<file path="config.mk">
export PLATFORM = sky130hd
export DESIGN_NAME = pps_sequencer
export DESIGN_NICKNAME = d
export VERILOG_FILES = /design/src/hdl/pps_pkg.sv /design/src/hdl/pps_sync.sv /design/src/hdl/pps_sequencer.sv
export VERILOG_INCLUDE_DIRS = /design/src /design/src/hdl
export SDC_FILE = /design/constraint.sdc
export NUM_CORES = 1
export LEC_CHECK = 0
export BUFFER_PORTS_ARGS = -buffer_cell sky130_fd_sc_hd__buf_2
export CAP_MARGIN = 20
export CORE_UTILIZATION = 35
export DETAILED_ROUTE_END_ITERATION = 12
export PLACE_DENSITY = 0.7
export SETUP_SLACK_MARGIN = 0.15
export SLEW_MARGIN = 15
export SYNTH_ARGS = -nofsm -noshare
export SYNTH_HDL_FRONTEND = slang
export SYNTH_SLANG_ARGS = --single-unit
</file>
<file path="constraint.sdc">
create_clock -name core_clk -period 2.12 [get_ports core_clk]
set_input_delay 0.424 -clock core_clk [delete_from_list [all_inputs] [get_ports core_clk]]
set_output_delay 0.424 -clock core_clk [all_outputs]
set_load 0.02 [all_outputs]
</file>
<file path="src/hdl/pps_seq_defines.svh">
`ifndef PPS_SEQ_DEFINES_SVH
`define PPS_SEQ_DEFINES_SVH

// Core clock rate and derived millisecond divider
`define PPS_CLK_HZ 10000000
`define PPS_MS_PER_S 1000
`define PPS_MS_CYCLES (`PPS_CLK_HZ / `PPS_MS_PER_S)

// Start-up sequence times, in milliseconds
`define PPS_CHECK_AT_MS 50
`define PPS_DONE_AT_MS 100

// Thermal sample period, in milliseconds (plain default)
`define PPS_THERM_PERIOD_MS 100

// Worst-case gate disable after system undervoltage, in microseconds
`define PPS_SYSUV_MAX_US 500

// Register byte offsets
`define PPS_CFG_OFFSET 4'h0
`define PPS_STATUS_OFFSET 4'h4

// Config register fields
`define PPS_CFG_HV_INHIBIT_BIT 0
`define PPS_CFG_LV_LOAD_BIT 1
`define PPS_CFG_THERM_LOAD_BIT 2
`define PPS_CFG_RESET 3'h0

// Status register fields
`define PPS_ST_DONE_BIT 0
`define PPS_ST_CHK_LV_BIT 1
`define PPS_ST_CHK_HV_BIT 2
`define PPS_ST_CHK_OCD_BIT 3
`define PPS_ST_CHK_SCD_BIT 4
`define PPS_ST_REG_EN_BIT 5
`define PPS_ST_CHG_BIT 6
`define PPS_ST_DSG_BIT 7
`define PPS_ST_FAULT_BIT 8

// AXI response codes
`define PPS_RESP_OKAY 2'h0
`define PPS_RESP_SLVERR 2'h2

`endif

</file>
<file path="src/hdl/pps_pkg.sv">
package pps_pkg;

  // Sequencer and protection states
  typedef enum logic [2:0] {
    PPS_CHECK,
    PPS_NORMAL,
    PPS_HV_FAULT,
    PPS_LV_FAULT,
    PPS_OT_FAULT,
    PPS_LOAD_FAULT,
    PPS_SHUTDOWN
  } pps_state_t;

  // Analog-side levels arriving on pins, all asynchronous
  typedef struct packed {
    logic supply_sag;
    logic charge_gate_reservoir_low;
    logic discharge_gate_reservoir_low;
    logic sys_undervoltage;
    logic cell_low_voltage_raw;
    logic cell_high_voltage_raw;
    logic overcurrent_in_discharge_raw;
    logic short_in_discharge_raw;
    logic cell_low_voltage;
    logic cell_high_voltage;
    logic low_voltage_cleared;
    logic high_voltage_cleared;
    logic load_present;
    logic charger_detect;
    logic below_hot_limit;
    logic above_hot_clear;
    logic late_fault;
  } pps_pins_t;

  // Software configuration bits
  typedef struct packed {
    logic thermal_recovery_select;
    logic low_voltage_recovery_load_select;
    logic high_voltage_charger_inhibit_select;
  } pps_cfg_t;

  // Faults caught by the start-up check
  typedef struct packed {
    logic short_in_discharge;
    logic overcurrent_in_discharge;
    logic cell_high_voltage;
    logic cell_low_voltage;
  } pps_chk_t;

endpackage : pps_pkg

</file>
<file path="src/hdl/pps_sync.sv">
`timescale 1ns/1ns
`default_nettype none

module pps_sync #(
  parameter int W = 1
) (
  // Clock and reset
  input wire logic core_clk,
  input wire logic rst,
  // Data
  input wire logic [W-1:0] d,
  output logic [W-1:0] q
);

  logic [W-1:0] meta_r;

  // Two-stage synchroniser; first stage feeds only the second
  always_ff @(posedge core_clk)
  begin
    if (rst)
    begin
      meta_r <= '0;
      q <= '0;
    end
    else
    begin
      meta_r <= d;
      q <= meta_r;
    end
  end

endmodule : pps_sync

`default_nettype wire

</file>
<file path="src/hdl/pps_sequencer.sv">
// Contract
// - Supply sag beyond holdup drives both gates low.
// - Either gate reservoir below minimum level turns both FETs off.
// - System undervoltage disables both gates well within 500 us.
// - Same start-up check on power-up and on charger wake from shutdown.
// - A start-up fault enters its protection state, not normal operation.
// - Start-up check begins only after internal reset release.
// - Before completion gates held low, both clear-margin selects forced high.
// - At 50 ms one check pulse samples four raw comparators.
// - A sampled comparator fault sets its internal status bit.
// - Further 50 ms lets corrupt samples recover; complete at 100 ms.
// - Fault-free completion returns gates and margin selects to normal.
// - Late faults are evaluated only after the start-up sequence.
// - Check only from regulator-off or internal reset, no other path.
// - High voltage: charge off, discharge on, optional thermistor pull-low.
// - Low voltage: both off, recover above hysteresis, charger enables charge.
// - Load-select set: low-voltage recovery also needs the load removed.
// - Hot for one to two sample periods: both off; recover above hysteresis.
// - Low-voltage state: charger detection turns charge gate on regardless.
// - Shutdown turns regulator and both gates off; both clear-margin selects stay high.
`timescale 1ns/1ns
`default_nettype none
`include "pps_seq_defines.svh"

module pps_sequencer #(
  parameter int MS_CYCLES = `PPS_MS_CYCLES,
  parameter int THERM_PERIOD_MS = `PPS_THERM_PERIOD_MS
) (
  // Clock and reset
  input wire logic core_clk,
  input wire logic rst,
  // Analog comparator and sense levels
  input wire pps_pkg::pps_pins_t pins_in,
  // Gate drives and analog controls
  output logic charge_gate,
  output logic discharge_gate,
  output logic regulator_en,
  output logic low_voltage_clear_margin_sel,
  output logic high_voltage_clear_margin_sel,
  output logic startup_check_pulse,
  output logic startup_complete,
  // Thermistor pin pull-low (open drain)
  output logic thermistor_sense_out,
  output logic thermistor_sense_oe,
  // AXI4-Lite write channels
  input wire logic [3:0] s_axi_awaddr,
  input wire logic s_axi_awvalid,
  output logic s_axi_awready,
  input wire logic [31:0] s_axi_wdata,
  input wire logic [3:0] s_axi_wstrb,
  input wire logic s_axi_wvalid,
  output logic s_axi_wready,
  output logic [1:0] s_axi_bresp,
  output logic s_axi_bvalid,
  input wire logic s_axi_bready,
  // AXI4-Lite read channels
  input wire logic [3:0] s_axi_araddr,
  input wire logic s_axi_arvalid,
  output logic s_axi_arready,
  output logic [31:0] s_axi_rdata,
  output logic [1:0] s_axi_rresp,
  output logic s_axi_rvalid,
  input wire logic s_axi_rready
);

  localparam int MS_W = $clog2(MS_CYCLES + 1);
  localparam int TH_W = $clog2(THERM_PERIOD_MS + 1);
  localparam logic [6:0] CHECK_LAST = 7'(`PPS_CHECK_AT_MS - 1);
  localparam logic [6:0] DONE_LAST = 7'(`PPS_DONE_AT_MS - 1);

  pps_pkg::pps_pins_t pins_s;
  logic [$bits(pps_pkg::pps_pins_t)-1:0] pins_q;
  pps_pkg::pps_state_t state_r, state_nxt;
  pps_pkg::pps_cfg_t cfg_r;
  pps_pkg::pps_chk_t chk_r, chk_live;
  logic [MS_W-1:0] div_r;
  logic ms_tick;
  logic [6:0] seq_ms_r;
  logic [TH_W-1:0] th_cnt_r;
  logic therm_tick;
  logic hot_prev_r;
  logic restart;
  logic seq_done;
  logic gate_kill;
  logic chg_nxt, dsg_nxt;
  logic aw_hold_r, w_hold_r;
  logic [3:0] aw_addr_r;
  logic [31:0] w_data_r;
  logic [3:0] w_strb_r;
  logic do_write;

  // Every pin level is asynchronous to core_clk
  pps_sync #(
    .W($bits(pps_pkg::pps_pins_t))
  ) u_sync (
    .core_clk(core_clk),
    .rst(rst),
    .d(pins_in),
    .q(pins_q)
  );
  assign pins_s = pps_pkg::pps_pins_t'(pins_q);

  // Word decode shared by reads and writes
  function automatic logic hit(input logic [3:0] addr, input logic [3:0] offset);
    hit = (addr[3:2] == offset[3:2]);
  endfunction : hit

  // Sequence restarts when leaving shutdown; reset restarts it as well
  assign restart = (state_r == pps_pkg::PPS_SHUTDOWN) && (state_nxt == pps_pkg::PPS_CHECK);
  assign ms_tick = (div_r == MS_W'(MS_CYCLES - 1));
  assign seq_done = (state_r == pps_pkg::PPS_CHECK) && ms_tick && (seq_ms_r == DONE_LAST);

  // Millisecond divider, cleared by reset and by sequence restart
  always_ff @(posedge core_clk)
  begin
    if (rst || restart)
      div_r <= '0;
    else if (ms_tick)
      div_r <= '0;
    else
      div_r <= div_r + MS_W'(1);
  end

  // Milliseconds since the sequence began
  always_ff @(posedge core_clk)
  begin
    if (rst || restart)
      seq_ms_r <= '0;
    else if ((state_r == pps_pkg::PPS_CHECK) && ms_tick)
      seq_ms_r <= seq_ms_r + 7'h01;
  end

  // Thermal sample period built from millisecond ticks
  assign therm_tick = ms_tick && (th_cnt_r == TH_W'(THERM_PERIOD_MS - 1));
  always_ff @(posedge core_clk)
  begin
    if (rst)
      th_cnt_r <= '0;
    else if (therm_tick)
      th_cnt_r <= '0;
    else if (ms_tick)
      th_cnt_r <= th_cnt_r + TH_W'(1);
  end

  // Previous hot sample; two hot samples in a row give 1-2 periods of filtering
  always_ff @(posedge core_clk)
  begin
    if (rst)
      hot_prev_r <= 1'b0;
    else if (therm_tick)
      hot_prev_r <= pins_s.below_hot_limit;
  end

  // Check pulse exactly once, at the 50 ms point
  always_ff @(posedge core_clk)
  begin
    if (rst)
      startup_check_pulse <= 1'b0;
    else
      startup_check_pulse <= (state_r == pps_pkg::PPS_CHECK) && ms_tick && (seq_ms_r == CHECK_LAST);
  end

  // Fault bits: set from unfiltered comparators at the pulse, cleared on restart
  always_ff @(posedge core_clk)
  begin
    if (rst || restart)
      chk_r <= '0;
    else if (startup_check_pulse)
    begin
      chk_r.cell_low_voltage <= pins_s.cell_low_voltage_raw;
      chk_r.cell_high_voltage <= pins_s.cell_high_voltage_raw;
      chk_r.overcurrent_in_discharge <= pins_s.overcurrent_in_discharge_raw;
      chk_r.short_in_discharge <= pins_s.short_in_discharge_raw;
    end
  end

  // A sample that was corrupt drops out if the comparator is clear at the end
  always_comb
  begin
    chk_live.cell_low_voltage = chk_r.cell_low_voltage && pins_s.cell_low_voltage_raw;
    chk_live.cell_high_voltage = chk_r.cell_high_voltage && pins_s.cell_high_voltage_raw;
    chk_live.overcurrent_in_discharge = chk_r.overcurrent_in_discharge && pins_s.overcurrent_in_discharge_raw;
    chk_live.short_in_discharge = chk_r.short_in_discharge && pins_s.short_in_discharge_raw;
  end

  // State transitions; undervoltage shutdown overrides everything
  always_comb
  begin
    state_nxt = state_r;
    unique case (state_r)
      pps_pkg::PPS_CHECK:
      begin
        if (seq_done)
        begin
          if (chk_live.overcurrent_in_discharge || chk_live.short_in_discharge)
            state_nxt = pps_pkg::PPS_LOAD_FAULT;
          else if (chk_live.cell_low_voltage)
            state_nxt = pps_pkg::PPS_LV_FAULT;
          else if (chk_live.cell_high_voltage)
            state_nxt = pps_pkg::PPS_HV_FAULT;
          else
            state_nxt = pps_pkg::PPS_NORMAL;
        end
      end
      pps_pkg::PPS_NORMAL:
      begin
        // Late faults looked at here and in load-fault recovery, after the sequence
        if (pins_s.late_fault)
          state_nxt = pps_pkg::PPS_LOAD_FAULT;
        else if (pins_s.cell_low_voltage)
          state_nxt = pps_pkg::PPS_LV_FAULT;
        else if (pins_s.cell_high_voltage)
          state_nxt = pps_pkg::PPS_HV_FAULT;
        else if (therm_tick && pins_s.below_hot_limit && hot_prev_r)
          state_nxt = pps_pkg::PPS_OT_FAULT;
      end
      pps_pkg::PPS_HV_FAULT:
      begin
        if (pins_s.high_voltage_cleared)
          state_nxt = pps_pkg::PPS_NORMAL;
      end
      pps_pkg::PPS_LV_FAULT:
      begin
        if (pins_s.low_voltage_cleared &&
            (!cfg_r.low_voltage_recovery_load_select || !pins_s.load_present))
          state_nxt = pps_pkg::PPS_NORMAL;
      end
      pps_pkg::PPS_OT_FAULT:
      begin
        if (therm_tick && pins_s.above_hot_clear &&
            (!cfg_r.thermal_recovery_select || !pins_s.load_present))
          state_nxt = pps_pkg::PPS_NORMAL;
      end
      pps_pkg::PPS_LOAD_FAULT:
      begin
        if (!pins_s.late_fault && !pins_s.load_present)
          state_nxt = pps_pkg::PPS_NORMAL;
      end
      pps_pkg::PPS_SHUTDOWN:
      begin
        // Only a charger wakes the regulator and reruns the check
        if (pins_s.charger_detect && !pins_s.sys_undervoltage)
          state_nxt = pps_pkg::PPS_CHECK;
      end
    endcase
    if (pins_s.sys_undervoltage)
      state_nxt = pps_pkg::PPS_SHUTDOWN;
  end

  // State register; reset starts the sequence
  always_ff @(posedge core_clk)
  begin
    if (rst)
      state_r <= pps_pkg::PPS_CHECK;
    else
      state_r <= state_nxt;
  end

  // Gate values per state
  always_comb
  begin
    chg_nxt = 1'b0;
    dsg_nxt = 1'b0;
    unique case (state_r)
      pps_pkg::PPS_CHECK:
      begin
        chg_nxt = 1'b0;
        dsg_nxt = 1'b0;
      end
      pps_pkg::PPS_NORMAL:
      begin
        chg_nxt = 1'b1;
        dsg_nxt = 1'b1;
      end
      pps_pkg::PPS_HV_FAULT:
      begin
        chg_nxt = 1'b0;
        dsg_nxt = 1'b1;
      end
      pps_pkg::PPS_LV_FAULT:
      begin
        chg_nxt = pins_s.charger_detect;
        dsg_nxt = 1'b0;
      end
      pps_pkg::PPS_OT_FAULT, pps_pkg::PPS_LOAD_FAULT:
      begin
        chg_nxt = 1'b0;
        dsg_nxt = 1'b0;
      end
      pps_pkg::PPS_SHUTDOWN:
      begin
        chg_nxt = 1'b0;
        dsg_nxt = 1'b0;
      end
    endcase
  end

  // Supply or reservoir collapse kills the gates before the state reacts
  assign gate_kill = pins_s.supply_sag || pins_s.charge_gate_reservoir_low ||
                     pins_s.discharge_gate_reservoir_low || pins_s.sys_undervoltage;

  // Gate drive registers
  always_ff @(posedge core_clk)
  begin
    if (rst)
    begin
      charge_gate <= 1'b0;
      discharge_gate <= 1'b0;
    end
    else if (gate_kill)
    begin
      charge_gate <= 1'b0;
      discharge_gate <= 1'b0;
    end
    else
    begin
      charge_gate <= chg_nxt;
      discharge_gate <= dsg_nxt;
    end
  end

  // Completion flag and hysteresis-forcing margin selects
  always_ff @(posedge core_clk)
  begin
    if (rst)
    begin
      startup_complete <= 1'b0;
      low_voltage_clear_margin_sel <= 1'b1;
      high_voltage_clear_margin_sel <= 1'b1;
    end
    else
    begin
      startup_complete <= (state_nxt != pps_pkg::PPS_CHECK) && (state_nxt != pps_pkg::PPS_SHUTDOWN);
      // Normal mode clears without margin; any fault state keeps hysteresis
      low_voltage_clear_margin_sel <= (state_nxt != pps_pkg::PPS_NORMAL);
      high_voltage_clear_margin_sel <= (state_nxt != pps_pkg::PPS_NORMAL);
    end
  end

  // Regulator stays on except in shutdown
  always_ff @(posedge core_clk)
  begin
    if (rst)
      regulator_en <= 1'b1;
    else
      regulator_en <= (state_nxt != pps_pkg::PPS_SHUTDOWN);
  end

  // Thermistor pin pulled low in high-voltage fault; follows state_r so it never leads the charge gate off
  always_ff @(posedge core_clk)
  begin
    if (rst)
    begin
      thermistor_sense_out <= 1'b0;
      thermistor_sense_oe <= 1'b0;
    end
    else
    begin
      thermistor_sense_out <= 1'b0;
      thermistor_sense_oe <= (state_r == pps_pkg::PPS_HV_FAULT) &&
                             cfg_r.high_voltage_charger_inhibit_select;
    end
  end

  // Write address and data held until both are present
  assign do_write = aw_hold_r && w_hold_r && !s_axi_bvalid;
  always_ff @(posedge core_clk)
  begin
    if (rst)
    begin
      aw_hold_r <= 1'b0;
      w_hold_r <= 1'b0;
      aw_addr_r <= 4'h0;
      w_data_r <= 32'h0000_0000;
      w_strb_r <= 4'h0;
      s_axi_awready <= 1'b1;
      s_axi_wready <= 1'b1;
    end
    else
    begin
      if (s_axi_awvalid && s_axi_awready)
      begin
        aw_hold_r <= 1'b1;
        aw_addr_r <= s_axi_awaddr;
        s_axi_awready <= 1'b0;
      end
      if (s_axi_wvalid && s_axi_wready)
      begin
        w_hold_r <= 1'b1;
        w_data_r <= s_axi_wdata;
        w_strb_r <= s_axi_wstrb;
        s_axi_wready <= 1'b0;
      end
      if (do_write)
      begin
        aw_hold_r <= 1'b0;
        w_hold_r <= 1'b0;
      end
      // Reopen only after the response is taken: one write in flight
      if (s_axi_bvalid && s_axi_bready)
      begin
        s_axi_awready <= 1'b1;
        s_axi_wready <= 1'b1;
      end
    end
  end

  // Write response and config register
  always_ff @(posedge core_clk)
  begin
    if (rst)
    begin
      s_axi_bvalid <= 1'b0;
      s_axi_bresp <= `PPS_RESP_OKAY;
      cfg_r <= `PPS_CFG_RESET;
    end
    else if (do_write)
    begin
      s_axi_bvalid <= 1'b1;
      if (hit(aw_addr_r, `PPS_CFG_OFFSET))
      begin
        s_axi_bresp <= `PPS_RESP_OKAY;
        if (w_strb_r[0])
        begin
          cfg_r.high_voltage_charger_inhibit_select <= w_data_r[`PPS_CFG_HV_INHIBIT_BIT];
          cfg_r.low_voltage_recovery_load_select <= w_data_r[`PPS_CFG_LV_LOAD_BIT];
          cfg_r.thermal_recovery_select <= w_data_r[`PPS_CFG_THERM_LOAD_BIT];
        end
      end
      else if (hit(aw_addr_r, `PPS_STATUS_OFFSET))
        s_axi_bresp <= `PPS_RESP_OKAY;
      else
        s_axi_bresp <= `PPS_RESP_SLVERR;
    end
    else if (s_axi_bvalid && s_axi_bready)
      s_axi_bvalid <= 1'b0;
  end

  // Read channel, answer one cycle after the address is taken
  always_ff @(posedge core_clk)
  begin
    if (rst)
    begin
      s_axi_arready <= 1'b1;
      s_axi_rvalid <= 1'b0;
      s_axi_rdata <= 32'h0000_0000;
      s_axi_rresp <= `PPS_RESP_OKAY;
    end
    else if (s_axi_arvalid && s_axi_arready)
    begin
      s_axi_arready <= 1'b0;
      s_axi_rvalid <= 1'b1;
      s_axi_rdata <= 32'h0000_0000;
      s_axi_rresp <= `PPS_RESP_OKAY;
      if (hit(s_axi_araddr, `PPS_CFG_OFFSET))
      begin
        s_axi_rdata[`PPS_CFG_HV_INHIBIT_BIT] <= cfg_r.high_voltage_charger_inhibit_select;
        s_axi_rdata[`PPS_CFG_LV_LOAD_BIT] <= cfg_r.low_voltage_recovery_load_select;
        s_axi_rdata[`PPS_CFG_THERM_LOAD_BIT] <= cfg_r.thermal_recovery_select;
      end
      else if (hit(s_axi_araddr, `PPS_STATUS_OFFSET))
      begin
        s_axi_rdata[`PPS_ST_DONE_BIT] <= startup_complete;
        s_axi_rdata[`PPS_ST_CHK_LV_BIT] <= chk_r.cell_low_voltage;
        s_axi_rdata[`PPS_ST_CHK_HV_BIT] <= chk_r.cell_high_voltage;
        s_axi_rdata[`PPS_ST_CHK_OCD_BIT] <= chk_r.overcurrent_in_discharge;
        s_axi_rdata[`PPS_ST_CHK_SCD_BIT] <= chk_r.short_in_discharge;
        s_axi_rdata[`PPS_ST_REG_EN_BIT] <= regulator_en;
        s_axi_rdata[`PPS_ST_CHG_BIT] <= charge_gate;
        s_axi_rdata[`PPS_ST_DSG_BIT] <= discharge_gate;
        s_axi_rdata[`PPS_ST_FAULT_BIT] <= (state_r != pps_pkg::PPS_NORMAL) &&
                                         (state_r != pps_pkg::PPS_CHECK);
      end
      else
        s_axi_rresp <= `PPS_RESP_SLVERR;
    end
    else if (s_axi_rvalid && s_axi_rready)
    begin
      s_axi_rvalid <= 1'b0;
      s_axi_arready <= 1'b1;
    end
  end

endmodule : pps_sequencer

`default_nettype wire

</file>
* After elaboration in Yosys (flattened, before gate mapping)
Cells that the tools add are included.
** Word-level totals
- Register bits after elaboration :: 108
- Latch bits :: 0
- Bits in writable memories :: 0
- ROM bits :: 0
- Bits of input ports :: 68
- Output and inout port bits :: 50
- Logic and storage cells :: 138
- Memories kept :: 0
** Cells by class
- Add/subtract/negate cells :: 3
- Multiply operators :: 0
- Div/mod/pow operators :: 0
- $lt $le $gt $ge :: 0
- Equality and inequality tests :: 15
- Shifts and indexed selects :: 0
- Muxes and demuxes :: 30
- Bitwise logic cells :: 0
- Reduce and logical (&&, ||, !) cells :: 56
** Operators by type and width (count)
- 2-to-1 mux 3 bit :: 13
- logical AND 1 bit :: 26
- one-hot mux 3 bit (7 select lines) :: 1
- adder 14 x 1 -> 14 bit, second input constant :: 1
- adder 7 x 1 -> 7 bit, second input constant :: 2
- equality test 14 bit, second input constant :: 1
- equality test 7 bit, second input constant :: 2
- 2-to-1 mux 2 bit :: 6
- OR reduction 2 bit :: 6
- OR reduction 5 bit :: 2
- equality test 3 bit, second input constant :: 3
- 2-to-1 mux 9 bit :: 1
- equality test 7 x 6 -> 1 bit, second input constant :: 1
- logical OR 1 bit :: 7
- equality test 3 x 2 -> 1 bit, second input constant :: 2
- logical NOT 1 bit :: 6
- logical NOT 3 bit :: 2
- 2-to-1 mux 1 bit :: 6
- 2-to-1 mux 6 bit :: 1
- inequality test 3 x 1 -> 1 bit, second input constant :: 2
- nonzero test 3 bit :: 2
- equality test 2 x 1 -> 1 bit, second input constant :: 2
- logical NOT 2 bit :: 2
- nonzero test 2 bit :: 2
- 5 further kinds :: 5

* Longest topological paths before layout
Gate-level depths: netlist (run 1).
- Depth after elaboration :: 14
- Gate-level depth with buffers :: 10
- Depth with buffers taken out :: 8

* Hierarchy
From an unflattened synthesis (run 1), not the netlist that was laid out.
** Unflattened totals
- Cells, all modules :: 448
- Area, all modules :: 4234.1 µm²
** By module, submodules not included
- pps_sequencer :: instances 1, cells an instance 377, area an instance 3296.9 µm², seq. area each 1401.3 µm²
- pps_sync :: instances 1, cells an instance 71, area an instance 937.1 µm², seq. area each 680.7 µm²

* Worst setup path before layout (run 1)
No wires, ideal clock.
- Path kind :: reg2reg
- Start point :: register div_r[0]
- End point :: register startup_complete
- Library setup time :: 0.084 ns
- Data arrival time :: 1.983 ns
- Data required time :: 2.036 ns
- Path slack :: 0.053 ns
- Stages on the path, launching flop included :: 9
- Cells stage by stage :: dfxtp_1 ha_1 and3_1 buf_2 nand4_4 or4_1 a31o_1 and2_1 o31ai_2
** On the way
- Longest elaborated chain between the ends :: 12
- Elaborated cells on any way between the ends :: 19
- Classes of those cells :: eq/ne (2); mux (8); reduce/logical (9)
** Ends and longest elaborated chain
- start, declared :: RTL line pps_sequencer.sv:76 : logic [MS_W-1:0] div_r;
- start signal, assigned :: RTL line pps_sequencer.sv:121 : div_r <= div_r + MS_W'(1);
- equality test 14 bit (*) :: RTL line pps_sequencer.sv:110 : assign ms_tick = (div_r == MS_W'(MS_CYCLES - 1));
- logical AND 1 bit :: RTL line pps_sequencer.sv:134 : assign therm_tick = ms_tick && (th_cnt_r == TH_W'(THERM_PERIOD_MS - 1));
- logical AND 1 bit (2 in series) :: RTL line pps_sequencer.sv:214 : else if (therm_tick && pins_s.below_hot_limit && hot_prev_r)
- 2-to-1 mux 3 bit :: RTL line pps_sequencer.sv:214
- 2-to-1 mux 3 bit :: RTL line pps_sequencer.sv:212 : else if (pins_s.cell_high_voltage)
- 2-to-1 mux 3 bit :: RTL line pps_sequencer.sv:210 : else if (pins_s.cell_low_voltage)
- 2-to-1 mux 3 bit :: RTL line pps_sequencer.sv:208 : if (pins_s.late_fault)
- one-hot mux 3 bit (7 select lines) (*) :: RTL line pps_sequencer.sv:190 : unique case (state_r)
- 2-to-1 mux 3 bit (*) :: RTL line pps_sequencer.sv:246 : if (pins_s.sys_undervoltage)
- inequality test 3 bit / nonzero test 3 bit (equally long branches) :: RTL line pps_sequencer.sv:333 : startup_complete <= (state_nxt != pps_pkg::PPS_CHECK) && (state_nxt != pps_pkg::PPS_SHUTDOWN);
- logical AND 1 bit (*) :: RTL line pps_sequencer.sv:333
- end signal, assigned :: RTL line pps_sequencer.sv:333
- end, declared :: RTL line pps_sequencer.sv:41 : output logic startup_complete,
Every way passes the cells marked *; elsewhere a longest branch is shown, timed or not.
A chain may end at the register's enable or synchronous reset.

* Worst setup path in the final report (run 1)
- Start point :: register state_r[2]
- End point :: register startup_complete
** On the way
- Longest elaborated chain between the ends :: 8
- Elaborated cells on any way between the ends :: 24
- Classes of those cells :: eq/ne (7); mux (12); reduce/logical (5)
** Ends and longest elaborated chain
- start, declared :: RTL line pps_sequencer.sv:73 : pps_pkg::pps_state_t state_r, state_nxt;
- start signal, assigned :: RTL line pps_sequencer.sv:254 : state_r <= pps_pkg::PPS_CHECK;
- start signal, assigned :: RTL line pps_sequencer.sv:256 : state_r <= state_nxt;
- 2-to-1 mux 3 bit / logical NOT 3 bit (equally long branches) :: RTL line pps_sequencer.sv:214, pps_sequencer.sv:111, pps_sequencer.sv:190
- 2-to-1 mux 3 bit / logical AND 1 bit (equally long branches) :: RTL line pps_sequencer.sv:212, pps_sequencer.sv:111
- 2-to-1 mux 3 bit / logical AND 1 bit (equally long branches) :: RTL line pps_sequencer.sv:210, pps_sequencer.sv:111
- 2-to-1 mux 3 bit, on equally long branches :: RTL line pps_sequencer.sv:208, pps_sequencer.sv:193
- one-hot mux 3 bit (7 select lines) (*) :: RTL line pps_sequencer.sv:190
- 2-to-1 mux 3 bit (*) :: RTL line pps_sequencer.sv:246
- inequality test 3 bit / nonzero test 3 bit (equally long branches) :: RTL line pps_sequencer.sv:333
- logical AND 1 bit (*) :: RTL line pps_sequencer.sv:333
Marks and branches as above.

==> flow_metrics.py, run 1 <==
metrics = {
    "status": {
        "status": "complete, no violations",
    },
    "clock_tree": {
        "cts_buffers": 9,
        "clockBufferDepth": 2,
        "cts_tree": "built",
        "clk_latency_ns": 0.34,
        "htree_num_levels": 3,
        "clk_pin_slew_ns": 0.07,
        "cts_root_buf": "clkbuf_16",
        "clock-sinks": 104,
    },
    "pwr": {
        "combPwrFrac_pct": 11.3,
        "sw_frac_of_total_pct": 23.7,
        "p_leak_nw": 2.08,
        "pwr-share-seq_pct": 48.3,
        "peakVddDrop_mv": 0.421,
        "p_sw_mw": 1.02,
        "clkPwrFrac_pct": 40.4,
        "internal_power_mw": 3.30,
        "p_per_area_nw_per_um2": 866,
    },
    "setup_path": {
        "cp-end-kind": "flip-flop",
        "critPathLaunchType": "flip-flop",
        "crit_type": "reg -> reg",
        "path_max_fanout": 2,
        "worstPathRequired_ns": 2.37,
        "arrival_ns": 2.25,
    },
    "synth": {
        "ys_warn_count": 0,
        "syn_area_um2": 4120,
        "netlist_instances": 443,
        "synth-edff-count": 0,
        "async_reset_ff_share_pct": 0,
        "ys_ff_latch": 104,
        "yosysSeqAreaShare_pct": 50.6,
        "synth.distinct_cells": 50,
        "synth.avg_cell_area_um2": 9.29,
        "synth-main-ff-cell": "dfxtp_1",
    },
    "place": {
        "dp_hpwl_mm": 5.67,
        "io_buffers": 55,
        "placed_cells": 641,
        "place_congestion": 0.867,
    },
    "floorplanning": {
        "dieArea_um2": 12200,
        "start_util_pct": 36.1,
        "fp.dieW_um": 110,
        "ios": 118,
        "die_h_um": 110,
        "fp-row-count": 39,
        "core_area_um2": 11400,
    },
    "finish": {
        "fill_cells": 1076,
        "num_antenna_cells": 0,
        "layout_common_cells": "dfxtp_1 (100), nor2_1 (55), buf_2 (55)",
        "final_common_cell": "dfxtp_1",
        "fin_nets": 586,
        "drive_gt1_share_pct": 23.5,
        "syn_to_final_growth_pct": 21.1,
        "layoutNonFillerInstCount": 662,
    },
    "timing": {
        "period_needed_ns": 2.00,
        "setup_violations": 0,
        "rsz0062_at_grt": "true",
        "tns_ns": 0,
        "fin_crit_sh_pct": 94.2,
        "hold_ws_ns": 0.295,
        "max_freq_mhz": 501,
        "finalHoldViolations": 0,
        "slew_viol_final": 0,
        "worst_clock_skew_ns": 0.00614,
        "tightest_slew_ns": 0.540,
        "maxSlewHeadroom_pct": 63.5,
    },
    "route": {
        "num_vias": 3087,
        "vias_per_cell": 4.66,
        "drtIter0Drc": 149,
        "wl_per_cell_um": 12.1,
        "dr.pass1.iters": 4,
        "drtAntennaViolNets": 0,
        "wl_mm": 8.01,
        "drcViolationCount": 0,
    },
    "global_routing": {
        "overflow": 0,
        "grt_max_degree": 39,
        "grt_util_all_layers_pct": 13.1,
        "grt_pass1_wl_mm": 13.2,
        "antenna_found_initial": 0,
        "grt_pass1_vias": 2873,
    },
    "run": {
        "drv_cap": 0,
    },
    "worst_hold_path": {
        "holdCritPathClass": "in -> reg",
    },
}
cells in the mapped netlist (3+ instances only):
library cell | instances | area share [%]
xor2_1 | 13 | 2.8
nand2_1 | 33 | 3.0
buf_4 | 27 | 4.9
clkbuf_1 | 14 | 1.3
nor2_1 | 56 | 5.1
a21oi_1 | 22 | 2.7
ha_1 | 4 | 1.2
a22oi_1 | 8 | 1.5
dfxtp_1 | 104 | 51
inv_1 | 11 | 1.0
nand3_1 | 14 | 1.7
o21ai_0 | 11 | 1.3
nor3_1 | 3 | 0.36
and3_1 | 7 | 1.1
mux2_2 | 3 | 0.82
nand4_1 | 7 | 1.1
xnor2_1 | 9 | 1.9
nand2b_1 | 6 | 0.91
nor2b_1 | 35 | 5.3
or3_1 | 4 | 0.61
mux2i_1 | 8 | 1.9
state kept, by name, indices dropped and copies added, names as in the netlist, 2 cells and up:
| name | cells |
|---|---|
| th_cnt_r | 7 |
| div_r | 14 |
| w_data_r | 3 |
| u_sync.meta_r | 17 |
| u_sync.q | 17 |
| aw_addr_r | 2 |
| state_r | 3 |
| seq_ms_r | 7 |
| chk_r | 4 |
| cfg_r | 3 |
| s_axi_rdata | 9 |
path summary, 6_finish.rpt:
check | start | to | slack (ns) | depth (start not counted)
hold / removal | pins_in[8] | u_sync.meta_r[8] | 0.29 | 2
setup / recovery | state_r[2] | startup_complete | 0.12 | 6
hold reg to reg | u_sync.meta_r[0] | u_sync.q[0] | 0.44 | 1
setup reg to reg | state_r[2] | startup_complete | 0.12 | 6
critical path: stages, from the launching register on:
cell      delay (ns)
dfxtp_1         0.31
or3b_4          0.40
nand2b_1        0.15
or4_4           0.53
a31o_1          0.24
and2_4          0.14
o31ai_2         0.15
power by group through the flow:
stage                     combinational, mW  sequential (mW)  clock [mW]
after floorplan                       0.316             2.15           0
after global placement                0.439             2.12           0
after detailed placement              0.443             2.13           0
after CTS                             0.457             2.08        1.79
after global routing                  0.533             2.09        1.88
final                                 0.489             2.08        1.75
stage by stage:
stage | power, mW | worst slack, ns | util [%] | instance area (um2)
finish | 4.32 | 0.123 | 43.7 | 4980
global route | 4.50 | -0.0116 | 43.7 | 4980
CTS | 4.33 | 0.121 | 43.1 | 4920
detailed placement | 2.57 | 0.0412 | 39.8 | 4540
global placement | 2.56 | 0.0849 | 39.8 | 4540
floorplan | 2.47 | 0.158 | - | 4220
timing repair:
action | 4_1_cts | 5_1_grt
gates resized for setup | 9 | 12
hold buffers | 0 | 0
pin swaps | 7 | 5
hold endpoints to repair | 0 | 0
setup endpoints to repair | 7 | 8
buffers inserted | 4 | 1
cells by family (layout without fill, tap and decap cells):
group	Yosys count	after routing	synth area share, %
AO/OA/AOI/OAI	58	58	8.88
multiplexers	11	11	2.77
XOR/XNOR	22	22	4.68
other	1	26	0.0911
flip-flops	104	104	50.6
buffers and inverters	56	107	7.63
adder cells (fa/ha/maj)	4	4	1.22
AND/OR/NAND/NOR	187	187	24.2
per-layer routing:
layer  vias to the layer above  GRT usage (%)  share of wire (%)  wire [um]
met2                        92           21.1                 47       3730
met1                      1409           16.7                 47       3800
li1                       1572              -                  -          -
met4                         0           6.93                2.1        166
met3                        14           2.41                3.8        306
met5                         -              0                  0          0
area by class of cell:
cell class / count / area [um2] / share of cell area, %
timing repair buffer: 80 / 463 / 9.29
inverter: 11 / 41.3 / 0.828
clock inverter: 5 / 80.1 / 1.61
clock buffer: 11 / 243 / 4.87
multi-input combinational: 308 / 1890 / 38.0
tap: 143 / 179 / 3.59
sequential: 104 / 2090 / 41.9
No activity file was read; power rests on OpenSTA's default activity.
==> inputs of run 2 (changes only) <==
--- a/config.mk
+++ b/config.mk
@@ -8,9 +8,11 @@
 export LEC_CHECK = 0
 export BUFFER_PORTS_ARGS = -buffer_cell sky130_fd_sc_hd__buf_2
 export CAP_MARGIN = 20
+export CELL_PAD_IN_SITES_DETAIL_PLACEMENT = 1
+export CELL_PAD_IN_SITES_GLOBAL_PLACEMENT = 1
 export CORE_UTILIZATION = 35
 export DETAILED_ROUTE_END_ITERATION = 12
-export PLACE_DENSITY = 0.7
+export PLACE_DENSITY = 0.86
 export SETUP_SLACK_MARGIN = 0.15
 export SLEW_MARGIN = 15
 export SYNTH_ARGS = -nofsm -noshare
==> run 2 against run 1 <==
Clock power fell by 9%; cell area grew 0.30%; hold slack lost 0.010 ns; first-iteration DRC count decreased by 15%; critical path type unchanged; largest cell class unchanged; largest power group unchanged.
==> flow_metrics.py, run 2 (synthesized netlist as in run 1, its figures left out) <==
metrics = {
    "timing": {
        "slew_viol_final": 0,
        "maxSlewHeadroom_pct": 48.9,
        "finalHoldViolations": 0,
        "worst_clock_skew_ns": 0.00583,
        "tightest_slew_ns": 0.756,
        "fin_crit_sh_pct": 95.0,
        "worst_slack_ns": 0.106,
        "rsz0062_at_grt": "true",
        "setup_violations": 0,
        "max_freq_mhz": 497,
        "period_needed_ns": 2.01,
    },
    "finish": {
        "layout_common_cells": "dfxtp_1 (96), nor2_1 (55), buf_2 (55)",
        "final_common_cell": "dfxtp_1",
        "syn_to_final_growth_pct": 21.5,
        "fin_nets": 588,
        "num_antenna_cells": 0,
        "layoutNonFillerInstCount": 664,
        "reg_top3": "u_sync.meta_r (17), u_sync.q (17), div_r (14)",
        "drive_gt1_share_pct": 25.1,
    },
    "route": {
        "num_vias": 3231,
        "wl_mm": 9.70,
        "drtIter0Drc": 127,
        "dr.pass1.iters": 4,
        "drcViolationCount": 0,
        "wl_per_cell_um": 14.6,
        "drtAntennaViolNets": 0,
        "vias_per_cell": 4.87,
    },
    "clock_tree": {
        "clock-sinks": 104,
        "cts_root_buf": "clkbuf_16",
        "cts_tree": "built",
        "cts_hold_buf": 0,
        "clk_pin_slew_ns": 0.07,
        "cts_buffers": 9,
        "clockBufferDepth": 2,
        "htree_num_levels": 3,
        "clk_latency_ns": 0.35,
    },
    "setup_path": {
        "crit_slowest_cell": "or4_4",
        "reg2reg_depth": 6,
        "arrival_ns": 2.28,
        "critPathLaunchType": "flip-flop",
        "cp_num_cells": 6,
        "path_max_fanout": 3,
        "crit_family": "simple AND/OR/NAND/NOR gates",
        "cp-end-kind": "flip-flop",
        "path_buf_inv": 0,
        "critPathMaxStageDelay_ns": 0.56,
        "worstPathRequired_ns": 2.39,
        "worstPathCellList": "nor4b_4, nand4_4, or4_4, a31o_1, and2_4, o31ai_2",
        "crit_type": "reg -> reg",
    },
    "pwr": {
        "combPwrFrac_pct": 12.8,
        "peakVddDrop_mv": 0.462,
        "p_per_area_nw_per_um2": 846,
        "clkPwrFrac_pct": 37.9,
        "p_leak_nw": 2.09,
        "sw_frac_of_total_pct": 26.8,
        "internal_power_mw": 3.10,
        "p_sw_mw": 1.13,
        "pwr-share-seq_pct": 49.2,
    },
    "global_routing": {
        "grt_util_all_layers_pct": 16.6,
        "antenna_found_initial": 0,
        "grt_pass1_vias": 3390,
        "grt_pass1_wl_mm": 16.2,
        "grt_max_degree": 33,
        "overflow": 0,
    },
    "place": {
        "placed_cells": 645,
        "io_buffers": 55,
        "dp_hpwl_mm": 6.92,
        "place_congestion": 0.836,
        "pre_cts_slack_ns": -0.0202,
    },
    "floorplanning": {
        "fp-row-count": 39,
        "die_h_um": 110,
        "ios": 118,
        "dieArea_um2": 12200,
        "core_area_um2": 11400,
        "fp.dieW_um": 110,
        "start_util_pct": 36.1,
    },
    "run": {
        "drv_cap": 0,
    },
    "worst_hold_path": {
        "holdCritPathClass": "in -> reg",
        "worst_hold_path.num_cells": 2,
    },
    "status": {
        "status": "complete, no violations",
    },
}
run 2: changes by cell type in the layout (fill, tap and decap cells not counted), sizes merged:
cell | before | now
clkinv | 1 | 4
buf | 80 | 82
bufinv | 2 | 0
clkbuf | 11 | 10
clkinvlp | 2 | 1
inv | 11 | 12
run 2: layout make-up:
type	instances	area, um2
multi-input cells	308	1910
clock buffers	10	239
clock inverters	6	55.1
repair buffers	82	482
inverters	11	41.3
flip-flops and latches	104	2090
fillers	1307	6420
well taps	143	179
run 2: path summary, 6_finish.rpt:
kind | startpoint | endpoint | slack (ns)
worst max-delay path | div_r[11] | startup_complete | 0.11
worst min-delay path | pins_in[0] | u_sync.meta_r[0] | 0.28
worst max register to register | div_r[11] | startup_complete | 0.11
worst min register to register | div_r[0] | div_r[0] | 0.44
run 2: routing by layer:
metal  GRT usage [%]  up-vias  share of wire, %
met5               0        -                 0
met4            7.47        0               2.1
met3            4.61       27               5.5
met2            28.2      102                49
met1            19.4     1519                43
li1                -     1583                 -
run 2: power by group through the flow:
| stage | clock, mW | sequential [mW] | combinational, mW |
|---|---|---|---|
| 2_1_floorplan | 0 | 2.15 | 0.316 |
| 3_3_place_gp | 0 | 2.12 | 0.458 |
| 3_5_place_dp | 0 | 2.13 | 0.476 |
| 4_1_cts | 1.64 | 2.08 | 0.532 |
| 5_1_grt | 1.73 | 2.09 | 0.590 |
| 6_report | 1.60 | 2.08 | 0.543 |
run 2: repair_timing:
| action | in CTS | in global routing |
|---|---|---|
| setup endpoints to repair | 9 | 8 |
| setup buffers | 2 | 1 |
| pin swaps | 10 | 6 |
| resized for setup | 25 | 5 |
run 2: stage by stage:
stage	setup TNS (ns)	instance area (um2)	hold slack, ns	total power, mW	utilization, %
2_1_floorplan	0	4220	0.414	2.47	-
3_3_place_gp	-0.0124	4570	0.425	2.58	40.1
3_5_place_dp	-0.0202	4570	0.427	2.60	40.1
4_1_cts	0	4980	0.275	4.26	43.6
5_1_grt	0	5000	0.292	4.41	43.8
6_report	0	5000	0.284	4.23	43.8
